`config.mk`:
```
export PLATFORM = sky130hd
export DESIGN_NAME = scr_spec_regs
export DESIGN_NICKNAME = d
export VERILOG_FILES = /design/src/include/scr_pkg.sv /design/src/include/scr_spec_if.sv /design/src/hdl/scr_access_decode.sv /design/src/hdl/scr_spec_policy.sv /design/src/hdl/scr_spec_regs.sv
export SDC_FILE = /design/constraint.sdc
export NUM_CORES = 1
export LEC_CHECK = 0
export ABC_AREA = 1
export BUFFER_PORTS_ARGS = -buffer_cell sky130_fd_sc_hd__buf_4
export CORE_ASPECT_RATIO = 2
export CORE_UTILIZATION = 37
export CTS_CLUSTER_DIAMETER = 200
export DETAILED_ROUTE_END_ITERATION = 6
export GPL_TIMING_DRIVEN = 0
export PLACE_DENSITY = 0.84
export SLEW_MARGIN = 25
export SYNTH_ARGS = -nofsm -noshare
export SYNTH_HDL_FRONTEND = slang
export SYNTH_SLANG_ARGS = --single-unit
```
`constraint.sdc`:
```
create_clock -name core_clk -period 1.23 [get_ports core_clk]
set_input_delay 0.123 -clock core_clk [delete_from_list [all_inputs] [get_ports core_clk]]
set_output_delay 0.123 -clock core_clk [all_outputs]
set_load 0.1 [all_outputs]
```
`src/include/scr_pkg.sv`:
```
// Constants and types of the speculation control register bank
// What this block does
// - Writing 1 to reserved control bits 63:8 or 6:3 faults with code zero
// - Register writes hold younger dispatch until done, memory stays unserialized
// - Control bits: forwarding off 7, bypass off 2, isolation 1, restriction 0
// - Restriction stops older lower-mode branches steering higher-mode predictions
// - Lower mode is privilege 3 or guest; higher is 0-2 on the host
// - Clearing restriction may let older branch history steer predictions again
// - Every write of 1 to restriction opens a fresh isolation window
// - Restriction forces sibling isolation on shared-predictor parts
// - Same-mode capability: restriction blocks all prior branches in every mode
// - Restriction leaves returns alone but trims return entries beyond 32 on large-return parts
// - Sibling isolation keeps thread predictions apart; returns never shared
// - Bypass off returns load data only with no unresolved older store
// - Legacy register bypass bit also blocks loads passing older stores
// - Forwarding off or bypass off disables predictive store forwarding
// - Command register is write-only; reads or reserved ones fault
// - Command bit 0 raises a barrier against older indirect predictions
// - Always-on capability keeps lower-to-higher blocking with no rewrites
package scr_pkg;

	localparam logic [31:0] ADDR_CONTROL_REG = 32'h0000_0048;
	localparam logic [31:0] ADDR_COMMAND_REG = 32'h0000_0049;

	localparam int          NUM_FIELDS     = 4;
	localparam int          POS_RESTRICT   = 0;
	localparam int          POS_SIBLING    = 1;
	localparam int          POS_BYPASS_OFF = 2;
	localparam int          POS_FWD_OFF    = 7;
	localparam int          POS_BARRIER    = 0;
	localparam int          FIELD_POS [NUM_FIELDS] = '{0, 1, 2, 7};

	localparam int          IDX_RESTRICT   = 0;
	localparam int          IDX_SIBLING    = 1;
	localparam int          IDX_BYPASS_OFF = 2;
	localparam int          IDX_FWD_OFF    = 3;

	localparam logic [63:0] CTRL_RSVD_MASK = 64'hFFFF_FFFF_FFFF_FF78;
	localparam logic [63:0] CMD_RSVD_MASK  = 64'hFFFF_FFFF_FFFF_FFFE;
	localparam logic [NUM_FIELDS-1:0] CTRL_RESET = 4'h0;

	localparam logic [1:0]  PRIV_USER      = 2'h3;
	localparam int          RET_ARCH_DEPTH = 32;

	typedef enum {SCR_IDLE, SCR_DONE} scr_phase_type;

endpackage : scr_pkg

```
`src/include/scr_spec_if.sv`:
```
// Interface between the bank top, its access decoder and its policy logic
`timescale 1ns/1ps
interface scr_spec_if;
	logic                          req_valid;
	logic                          req_write;
	logic [31:0]                   req_addr;
	logic [63:0]                   req_wdata;
	logic                          hit_ctrl;
	logic                          hit_cmd;
	logic                          gp_fault;
	logic [scr_pkg::NUM_FIELDS-1:0] ctrl_bits;
	logic [1:0]                    current_privilege_level;
	logic                          guest_mode;
	logic                          cap_shared_pred;
	logic                          cap_same_mode;
	logic                          cap_always_on;
	logic                          legacy_bypass_off;
	logic                          eff_sibling;
	logic                          eff_lower_block;
	logic                          eff_cross_block;
	logic                          eff_bypass_block;
	logic                          eff_fwd_off;

	modport top (output req_valid, req_write, req_addr, req_wdata, ctrl_bits,
		current_privilege_level, guest_mode, cap_shared_pred, cap_same_mode, cap_always_on,
		legacy_bypass_off,
		input hit_ctrl, hit_cmd, gp_fault, eff_sibling, eff_lower_block, eff_cross_block,
		eff_bypass_block, eff_fwd_off);
	modport dec (input req_valid, req_write, req_addr, req_wdata,
		output hit_ctrl, hit_cmd, gp_fault);
	modport pol (input ctrl_bits, current_privilege_level, guest_mode, cap_shared_pred,
		cap_same_mode, cap_always_on, legacy_bypass_off,
		output eff_sibling, eff_lower_block, eff_cross_block, eff_bypass_block, eff_fwd_off);
endinterface : scr_spec_if

```
`src/hdl/scr_access_decode.sv`:
```
// Address match and fault check for model-register accesses
`timescale 1ns/1ps
module scr_access_decode
(
	scr_spec_if.dec bus
);
	logic ctrl_rsvd_set;
	logic cmd_rsvd_set;

	assign bus.hit_ctrl  = bus.req_valid && (bus.req_addr == scr_pkg::ADDR_CONTROL_REG);
	assign bus.hit_cmd   = bus.req_valid && (bus.req_addr == scr_pkg::ADDR_COMMAND_REG);
	assign ctrl_rsvd_set = |(bus.req_wdata & scr_pkg::CTRL_RSVD_MASK);
	assign cmd_rsvd_set  = |(bus.req_wdata & scr_pkg::CMD_RSVD_MASK);

	// Faulting accesses change no state
	assign bus.gp_fault = (bus.hit_ctrl && bus.req_write && ctrl_rsvd_set)
		|| (bus.hit_cmd && (!bus.req_write || cmd_rsvd_set));
endmodule : scr_access_decode

```
`src/hdl/scr_spec_policy.sv`:
```
// Effective speculation limits from stored control bits, mode and capabilities
`timescale 1ns/1ps
module scr_spec_policy
(
	scr_spec_if.pol ctl
);
	logic restrict_on;
	logic high_mode;

	assign restrict_on = ctl.ctrl_bits[scr_pkg::IDX_RESTRICT];
	// Privilege 0-2 on the host side is the higher prediction mode
	assign high_mode   = (ctl.current_privilege_level != scr_pkg::PRIV_USER)
		&& !ctl.guest_mode;

	assign ctl.eff_sibling = ctl.ctrl_bits[scr_pkg::IDX_SIBLING]
		|| (restrict_on && ctl.cap_shared_pred);
	// Continuous lower-to-higher blocking only where always-on is offered
	assign ctl.eff_lower_block = restrict_on && high_mode && ctl.cap_always_on;
	assign ctl.eff_cross_block = restrict_on && ctl.cap_same_mode;
	assign ctl.eff_bypass_block = ctl.ctrl_bits[scr_pkg::IDX_BYPASS_OFF]
		|| ctl.legacy_bypass_off;
	assign ctl.eff_fwd_off = ctl.ctrl_bits[scr_pkg::IDX_FWD_OFF]
		|| ctl.ctrl_bits[scr_pkg::IDX_BYPASS_OFF];
endmodule : scr_spec_policy

```
`src/hdl/scr_spec_regs.sv`:
```
// Speculation control register bank: access port, stored bits and control outputs
`timescale 1ns/1ps
module scr_spec_regs
(
	input  wire logic        core_clk,
	input  wire logic        nrst,
	// Model-register access from the core
	input  wire logic        msr_req,
	input  wire logic        msr_write,
	input  wire logic [31:0] msr_addr,
	input  wire logic [63:0] msr_wdata,
	output logic             msr_done,
	output logic             msr_gp_fault,
	output logic [63:0]      msr_rdata,
	output logic             dispatch_hold,
	// Core state and capability levels
	input  wire logic [1:0]  current_privilege_level,
	input  wire logic        guest_mode,
	input  wire logic        cap_shared_pred,
	input  wire logic        cap_same_mode,
	input  wire logic        cap_always_on,
	input  wire logic        cap_large_return,
	input  wire logic        legacy_bypass_off,
	// Controls toward predictors and load/store unit
	output logic             restrict_indirect,
	output logic             sibling_isolate,
	output logic             lower_to_higher_block,
	output logic             cross_mode_block,
	output logic             store_bypass_block,
	output logic             predictive_forwarding_off,
	output logic             indirect_window_flush,
	output logic             return_trim,
	output logic             indirect_prediction_barrier
);

	//--------------------------------------------------------------------
	// Sub-block wiring
	//--------------------------------------------------------------------
	scr_spec_if bus_if ();

	logic [scr_pkg::NUM_FIELDS-1:0] field_reg;
	scr_pkg::scr_phase_type         phase_reg;
	logic                           ctrl_wr_ok;
	logic                           cmd_wr_ok;
	logic                           restrict_wr_one;
	logic [63:0]                    ctrl_view;

	assign bus_if.req_valid         = msr_req;
	assign bus_if.req_write         = msr_write;
	assign bus_if.req_addr          = msr_addr;
	assign bus_if.req_wdata         = msr_wdata;
	assign bus_if.ctrl_bits         = field_reg;
	assign bus_if.current_privilege_level = current_privilege_level;
	assign bus_if.guest_mode        = guest_mode;
	assign bus_if.cap_shared_pred   = cap_shared_pred;
	assign bus_if.cap_same_mode     = cap_same_mode;
	assign bus_if.cap_always_on     = cap_always_on;
	assign bus_if.legacy_bypass_off = legacy_bypass_off;

	scr_access_decode u_decode
	(
		.bus (bus_if.dec)
	);

	scr_spec_policy u_policy
	(
		.ctl (bus_if.pol)
	);

	//--------------------------------------------------------------------
	// Access qualification
	//--------------------------------------------------------------------
	assign ctrl_wr_ok      = bus_if.hit_ctrl && msr_write && !bus_if.gp_fault;
	assign cmd_wr_ok       = bus_if.hit_cmd && msr_write && !bus_if.gp_fault;
	assign restrict_wr_one = ctrl_wr_ok && msr_wdata[scr_pkg::POS_RESTRICT];

	// Stored bits at their positions, all else zero
	always_comb
	begin
		ctrl_view = 64'h0000_0000_0000_0000;
		for (int i = 0; i < scr_pkg::NUM_FIELDS; i++)
		begin
			ctrl_view[scr_pkg::FIELD_POS[i]] = field_reg[i];
		end
	end

	//--------------------------------------------------------------------
	// Control fields, one flop per defined bit
	//--------------------------------------------------------------------
	generate
		for (genvar g = 0; g < scr_pkg::NUM_FIELDS; g++)
		begin : g_field
			always_ff @(posedge core_clk)
			begin
				if (!nrst)
					field_reg[g] <= scr_pkg::CTRL_RESET[g];
				else if (ctrl_wr_ok)
					field_reg[g] <= msr_wdata[scr_pkg::FIELD_POS[g]];
			end
		end
	endgenerate

	//--------------------------------------------------------------------
	// Access answer and dispatch hold
	//--------------------------------------------------------------------
	always_ff @(posedge core_clk)
	begin
		if (!nrst)
			phase_reg <= scr_pkg::SCR_IDLE;
		else
		begin
			case (phase_reg)
				scr_pkg::SCR_IDLE:
					if (bus_if.hit_ctrl || bus_if.hit_cmd)
						phase_reg <= scr_pkg::SCR_DONE;
				scr_pkg::SCR_DONE:
					if (!(bus_if.hit_ctrl || bus_if.hit_cmd))
						phase_reg <= scr_pkg::SCR_IDLE;
				default:
					phase_reg <= scr_pkg::SCR_IDLE;
			endcase
		end
	end

	always_ff @(posedge core_clk)
	begin
		if (!nrst)
		begin
			msr_done     <= 1'b0;
			msr_gp_fault <= 1'b0;
		end
		else
		begin
			msr_done     <= bus_if.hit_ctrl || bus_if.hit_cmd;
			msr_gp_fault <= bus_if.gp_fault;
		end
	end

	always_ff @(posedge core_clk)
	begin
		if (!nrst)
			msr_rdata <= 64'h0000_0000_0000_0000;
		else if (bus_if.hit_ctrl && !msr_write)
			msr_rdata <= ctrl_view;
		else
			msr_rdata <= 64'h0000_0000_0000_0000;
	end

	// Younger dispatch stalls while the write retires; no memory fence
	always_ff @(posedge core_clk)
	begin
		if (!nrst)
			dispatch_hold <= 1'b0;
		else
			dispatch_hold <= (bus_if.hit_ctrl || bus_if.hit_cmd) && msr_write;
	end

	//--------------------------------------------------------------------
	// Write-of-one events
	//--------------------------------------------------------------------
	always_ff @(posedge core_clk)
	begin
		if (!nrst)
		begin
			indirect_window_flush <= 1'b0;
			return_trim           <= 1'b0;
		end
		else
		begin
			// Fires even when the bit is already set
			indirect_window_flush <= restrict_wr_one;
			return_trim           <= restrict_wr_one && cap_large_return;
		end
	end

	always_ff @(posedge core_clk)
	begin
		if (!nrst)
			indirect_prediction_barrier <= 1'b0;
		else
			indirect_prediction_barrier <= cmd_wr_ok && msr_wdata[scr_pkg::POS_BARRIER];
	end

	//--------------------------------------------------------------------
	// Registered control levels
	//--------------------------------------------------------------------
	always_ff @(posedge core_clk)
	begin
		if (!nrst)
		begin
			restrict_indirect     <= 1'b0;
			sibling_isolate       <= 1'b0;
			lower_to_higher_block <= 1'b0;
			cross_mode_block      <= 1'b0;
		end
		else
		begin
			restrict_indirect     <= field_reg[scr_pkg::IDX_RESTRICT];
			sibling_isolate       <= bus_if.eff_sibling;
			lower_to_higher_block <= bus_if.eff_lower_block;
			cross_mode_block      <= bus_if.eff_cross_block;
		end
	end

	always_ff @(posedge core_clk)
	begin
		if (!nrst)
		begin
			store_bypass_block        <= 1'b0;
			predictive_forwarding_off <= 1'b0;
		end
		else
		begin
			store_bypass_block        <= bus_if.eff_bypass_block;
			predictive_forwarding_off <= bus_if.eff_fwd_off;
		end
	end

endmodule : scr_spec_regs

```
# Yosys cells after proc, flatten, opt, wreduce, memory -nomap -nowiden
# Index checks and enable logic that the tools add are counted.
[word_totals] regBits=80 in_bits=108 output_inout_bits=76 word_cells=51
[op_classes] eq_ne=3 n_reduce_logical=30
[op_table] operator="$eq 32x7->1 const B" n=2
[op_table] operator="$reduce_or 63->1" n=1
[op_table] operator="$reduce_or 60->1" n=1
[op_table] operator="$logic_and 1x1->1" n=18
[op_table] operator="$logic_or 1x1->1" n=6
[op_table] operator="$logic_not 1->1" n=3
[op_table] operator="$ne 2x2->1 const B" n=1
[op_table] operator="$reduce_and 2->1" n=1

# Depth between registers and ports, before layout
[depth] word_depth=9 depth_mapped=12 mapped_depth_nobuf=12

# Modules after synthesis
# Synthesis repeated with hierarchy kept, for this count alone.
[unflattened] cells_unflattened=259 area_unflattened_um2=1604.0
[by_module_without_submodules] mod="scr_spec_regs" instances=1 cells_per_inst=134 area_per_inst_um2=1093.5 seq_area_each_um2=400.4
[by_module_without_submodules] mod="scr_access_decode" instances=1 cells_per_inst=115 area_per_inst_um2=461.7 seq_area_each_um2=0.0
[by_module_without_submodules] mod="scr_spec_policy" instances=1 cells_per_inst=10 area_per_inst_um2=48.8 seq_area_each_um2=0.0

# Worst setup path before layout
# OpenSTA, ideal clock, no wires.
[synth_path] kind="input-to-reg" startpoint="input port msr_addr[16]" endpoint="register field_reg (netlist bit bus_if.ctrl_bits[0])" setup_time_ps=118 arrival_time_ps=942 t_required_ps=1112 slack_ps=170 path_stages=10 n_path_buf=0 cell_sequence="inv_1 nand2_1 nor2_1 nand2_1 nor2_4 nand2_1 nor2_1 nand2_1 nand4_1 nand2_1"
[synth_via] elab_chain_cells=7 elab_cells_between_ends=10 cone_classes="eq/ne: 2; reduce/logical: 8"
[synth_lines] element="start: declaration" line="scr_spec_regs.sv:10" source="input wire logic [31:0] msr_addr,"
[synth_lines] element="$eq 32x7->1" line="scr_access_decode.sv:10" source="assign bus.hit_ctrl = bus.req_valid && (bus.req_addr == scr_pkg::ADDR_CONTROL_REG);"
[synth_lines] element="$logic_and 1x1->1" line="scr_access_decode.sv:10"
[synth_lines] element="$logic_and 1x1->1" line="scr_access_decode.sv:16, scr_spec_regs.sv:73"
[synth_lines] element="$logic_and 1x1->1" line="scr_access_decode.sv:16" source="assign bus.gp_fault = (bus.hit_ctrl && bus.req_write && ctrl_rsvd_set)"
[synth_lines] element="$logic_or 1x1->1" line="scr_access_decode.sv:17" source="|| (bus.hit_cmd && (!bus.req_write || cmd_rsvd_set));"
[synth_lines] element="$logic_not 1->1" line="scr_spec_regs.sv:73" source="assign ctrl_wr_ok = bus_if.hit_ctrl && msr_write && !bus_if.gp_fault;"
[synth_lines] element="$logic_and 1x1->1 *" line="scr_spec_regs.sv:73"
[synth_lines] element="end signal: indexed assignment" line="scr_spec_regs.sv:96" source="field_reg[g] <= scr_pkg::CTRL_RESET[g];"
[synth_lines] element="end signal: indexed assignment" line="scr_spec_regs.sv:98" source="field_reg[g] <= msr_wdata[scr_pkg::FIELD_POS[g]];"
[synth_lines] element="end: declaration" line="scr_spec_regs.sv:41" source="logic [scr_pkg::NUM_FIELDS-1:0] field_reg;"
# Every way passes the cells marked *; elsewhere a longest branch is shown, timed or not.
# A chain may end at the register's enable or synchronous reset.

# Final worst setup path
[layout_path] startpoint="input port msr_addr[1]" endpoint="register field_reg (netlist bit bus_if.ctrl_bits[0])"
# Same word-level chain as after synthesis.

==> results.ini <==
[cells_and_area]
num-nets-final=617
register_area_um2=400
multi_input_area_um2=1090
drive_above_1_share=0.400
fillCellCount=442
area_growth_pct=67.3
fin_area_um2=3160
antenna_cells=0

[floorplan]
die_h_um=103
row_count=36
die_area_um2=5410
start_util=0.385
core_um2=4910
die-width_um=52.5
ioPinCount=184

[worst_setup_path]
crit_path_max_fanout=3
worstPathArrival_ns=1.25
start_kind=input port
reg2reg_depth=4
cp-end-kind=flip-flop
criticalPathCategory=input port to flip-flop
critPathRequiredTime_ns=1.37

[logic_synthesis]
yosysWarnings=0
synthSimpleGateAreaFrac=0.436
synth_top_family_by_area=simple AND/OR/NAND/NOR gates
synth_fa_ha_area_frac=0
synthMuxAreaShare=0
synth_edf_count=0
synth_compound_area_frac=0.0146
synth-seq-cells=20
synth_cells=322
synth-xor-area-share=0
syn_avg_cell_area_um2=5.87
synth_ff_type=dfxtp_1
async_flop_share=0
synth_area_um2=1890
ys_seq_area_frac=0.212
yosysUniqueCellTypes=19

[pwr]
p_leak_nw=1.79
p_seq_frac=0.268
internal_power_mw=1.26
power.total_mw=2.43
sw_frac_of_total=0.482
clkPwrFrac=0.164
combPwrFrac=0.568
switchingPower_mw=1.17
ir_drop_v=0.000683
power.density_nw_per_um2=768

[sta]
drv_slew=0
timing.fmax_mhz=904
setup_tns_ns=0
clock_skew_ns=0.000863
hold_viol_final=0
setup_viol=0
period_minus_slack_ns=1.11
finalCritPeriodShare=0.899

[place]
numPortBuffers=123
placed_area_um2=3110
gp_congestion=0.850
dp_hpwl_um=5000

[detailed_routing]
post_drt_wl_per_cell_um=9.57
ant_nets=0
post_drt_via_cell_ratio=4.15
drc_errors=0
drt-total-wl_um=5400
vias=2340
drtPass1Iterations=4
initialDrtViolationCount=40

[clocking]
cts_buffer_depth=2
clkLatencyLatePin_ns=0.25
cts_hold_buf=0
clockRootBuffer=clkbuf_8
post_cts_resized=0
clock_sinks=20
tritoncts=yes
cts_max_level=1
path_clk_slew_ns=0.06
cts_buffers=3
postCtsSetupRepairBufs=0

[global_routing]
overflow=0
grt_max_degree=11
grt_pass1_wl_um=7870
antenna_found_initial=0
grt_pass1_vias=2083
track_usage=0.188

[min_path]
hold_class=input port to flip-flop
holdPathStages=2

[status]
status=finished clean

[job]
drv_cap=0

## state kept, by name, summed over array words and instances, names as in the netlist
signal / flops
restrict_indirect: 1
indirect_window_flush: 1
store_bypass_block: 1
msr_gp_fault: 1
sibling_isolate: 1
msr_done: 1
msr_rdata: 4
dispatch_hold: 1
predictive_forwarding_off: 1
indirect_prediction_barrier: 1
bus_if.ctrl_bits: 4
cross_mode_block: 1
return_trim: 1
lower_to_higher_block: 1
## critical path, stage by stage
cell,delay [ns]
buf_4,0.11
nor2_2,0.14
inv_1,0.07
nor2_1,0.08
nand3_1,0.18
nor2_2,0.23
nand2_1,0.11
nand4_1,0.13
nand2_1,0.06
## logic make-up (layout without fill, tap and decap cells)
logic type	Yosys count	after routing
AO/OA/AOI/OAI	5	5
AND/OR/NAND/NOR	187	187
other	1	60
flip-flops	20	20
buffers and inverters	109	235
## metrics by stage
step            util  std cells  hold slack [ns]  setup WS (ns)
4_1_cts        0.641        564           0.0313         0.0986
6_report       0.644        564           0.0328          0.124
3_5_place_dp   0.633        561            0.297         -0.164
5_1_grt        0.644        564           0.0281        -0.0121
3_3_place_gp   0.633        561            0.295         -0.144
2_1_floorplan      -        381            0.200          0.170
## per-layer routing
layer / wire, µm / track usage / up-vias / part of all wire
met2: 3100 / 0.376 / 126 / 0.57
met4: 247 / 0.111 / 0 / 0.046
met1: 1590 / 0.165 / 974 / 0.29
met5: 0 / 0 / - / 0
li1: - / - / 1218 / -
met3: 454 / 0.0251 / 22 / 0.084
## cells in the final DEF, fill, tap and decap left out, types with 3 or more instances in the layout
cell type	netlist	routed
nor2_4	3	3
a21oi_1	3	3
nor2_1	87	86
dfxtp_1	20	20
inv_1	49	49
nand2_1	58	58
conb_1	1	60
nand4_1	11	11
buf_4	60	183
nand3_1	11	10
nor3_1	4	4
clkbuf_8	0	3
nor2_2	7	8
## power groups by stage
stage / clock network [mW] / registers [mW] / logic, mW
after detailed placement: 0 / 0.665 / 1.37
final: 0.397 / 0.650 / 1.38
after floorplan: 0 / 0.677 / 1.05
after global routing: 0.431 / 0.650 / 1.44
after CTS: 0.405 / 0.650 / 1.37
after global placement: 0 / 0.664 / 1.36
## synth_stat cells (2+ instances only)
cell,count,share of area
a21oi_1,3,0.0079
buf_4,60,0.24
dfxtp_1,20,0.21
inv_1,49,0.097
nand2_1,58,0.12
nand2_2,2,0.0066
nand3_1,11,0.029
nand4_1,11,0.036
nor2_1,87,0.17
nor2_2,7,0.023
nor2_4,3,0.018
nor3_1,4,0.011
## worst paths after layout
kind	start	end	slack, ns
worst max-delay path	msr_addr[1]	bus_if.ctrl_bits[0]	0.12
worst min-delay path	guest_mode	lower_to_higher_block	0.03
worst max register to register	bus_if.ctrl_bits[0]	lower_to_higher_block	0.35
worst min register to register	bus_if.ctrl_bits[1]	msr_rdata[1]	0.46
## final cells by class
class / count / area share
tap: 57 / 0.0226
multi-input combinational: 252 / 0.345
clock buffer: 3 / 0.0131
timing repair buffer: 123 / 0.292
sequential: 20 / 0.127
inverter: 49 / 0.0582
buffer: 60 / 0.143
(Power assumes the default switching activity.)
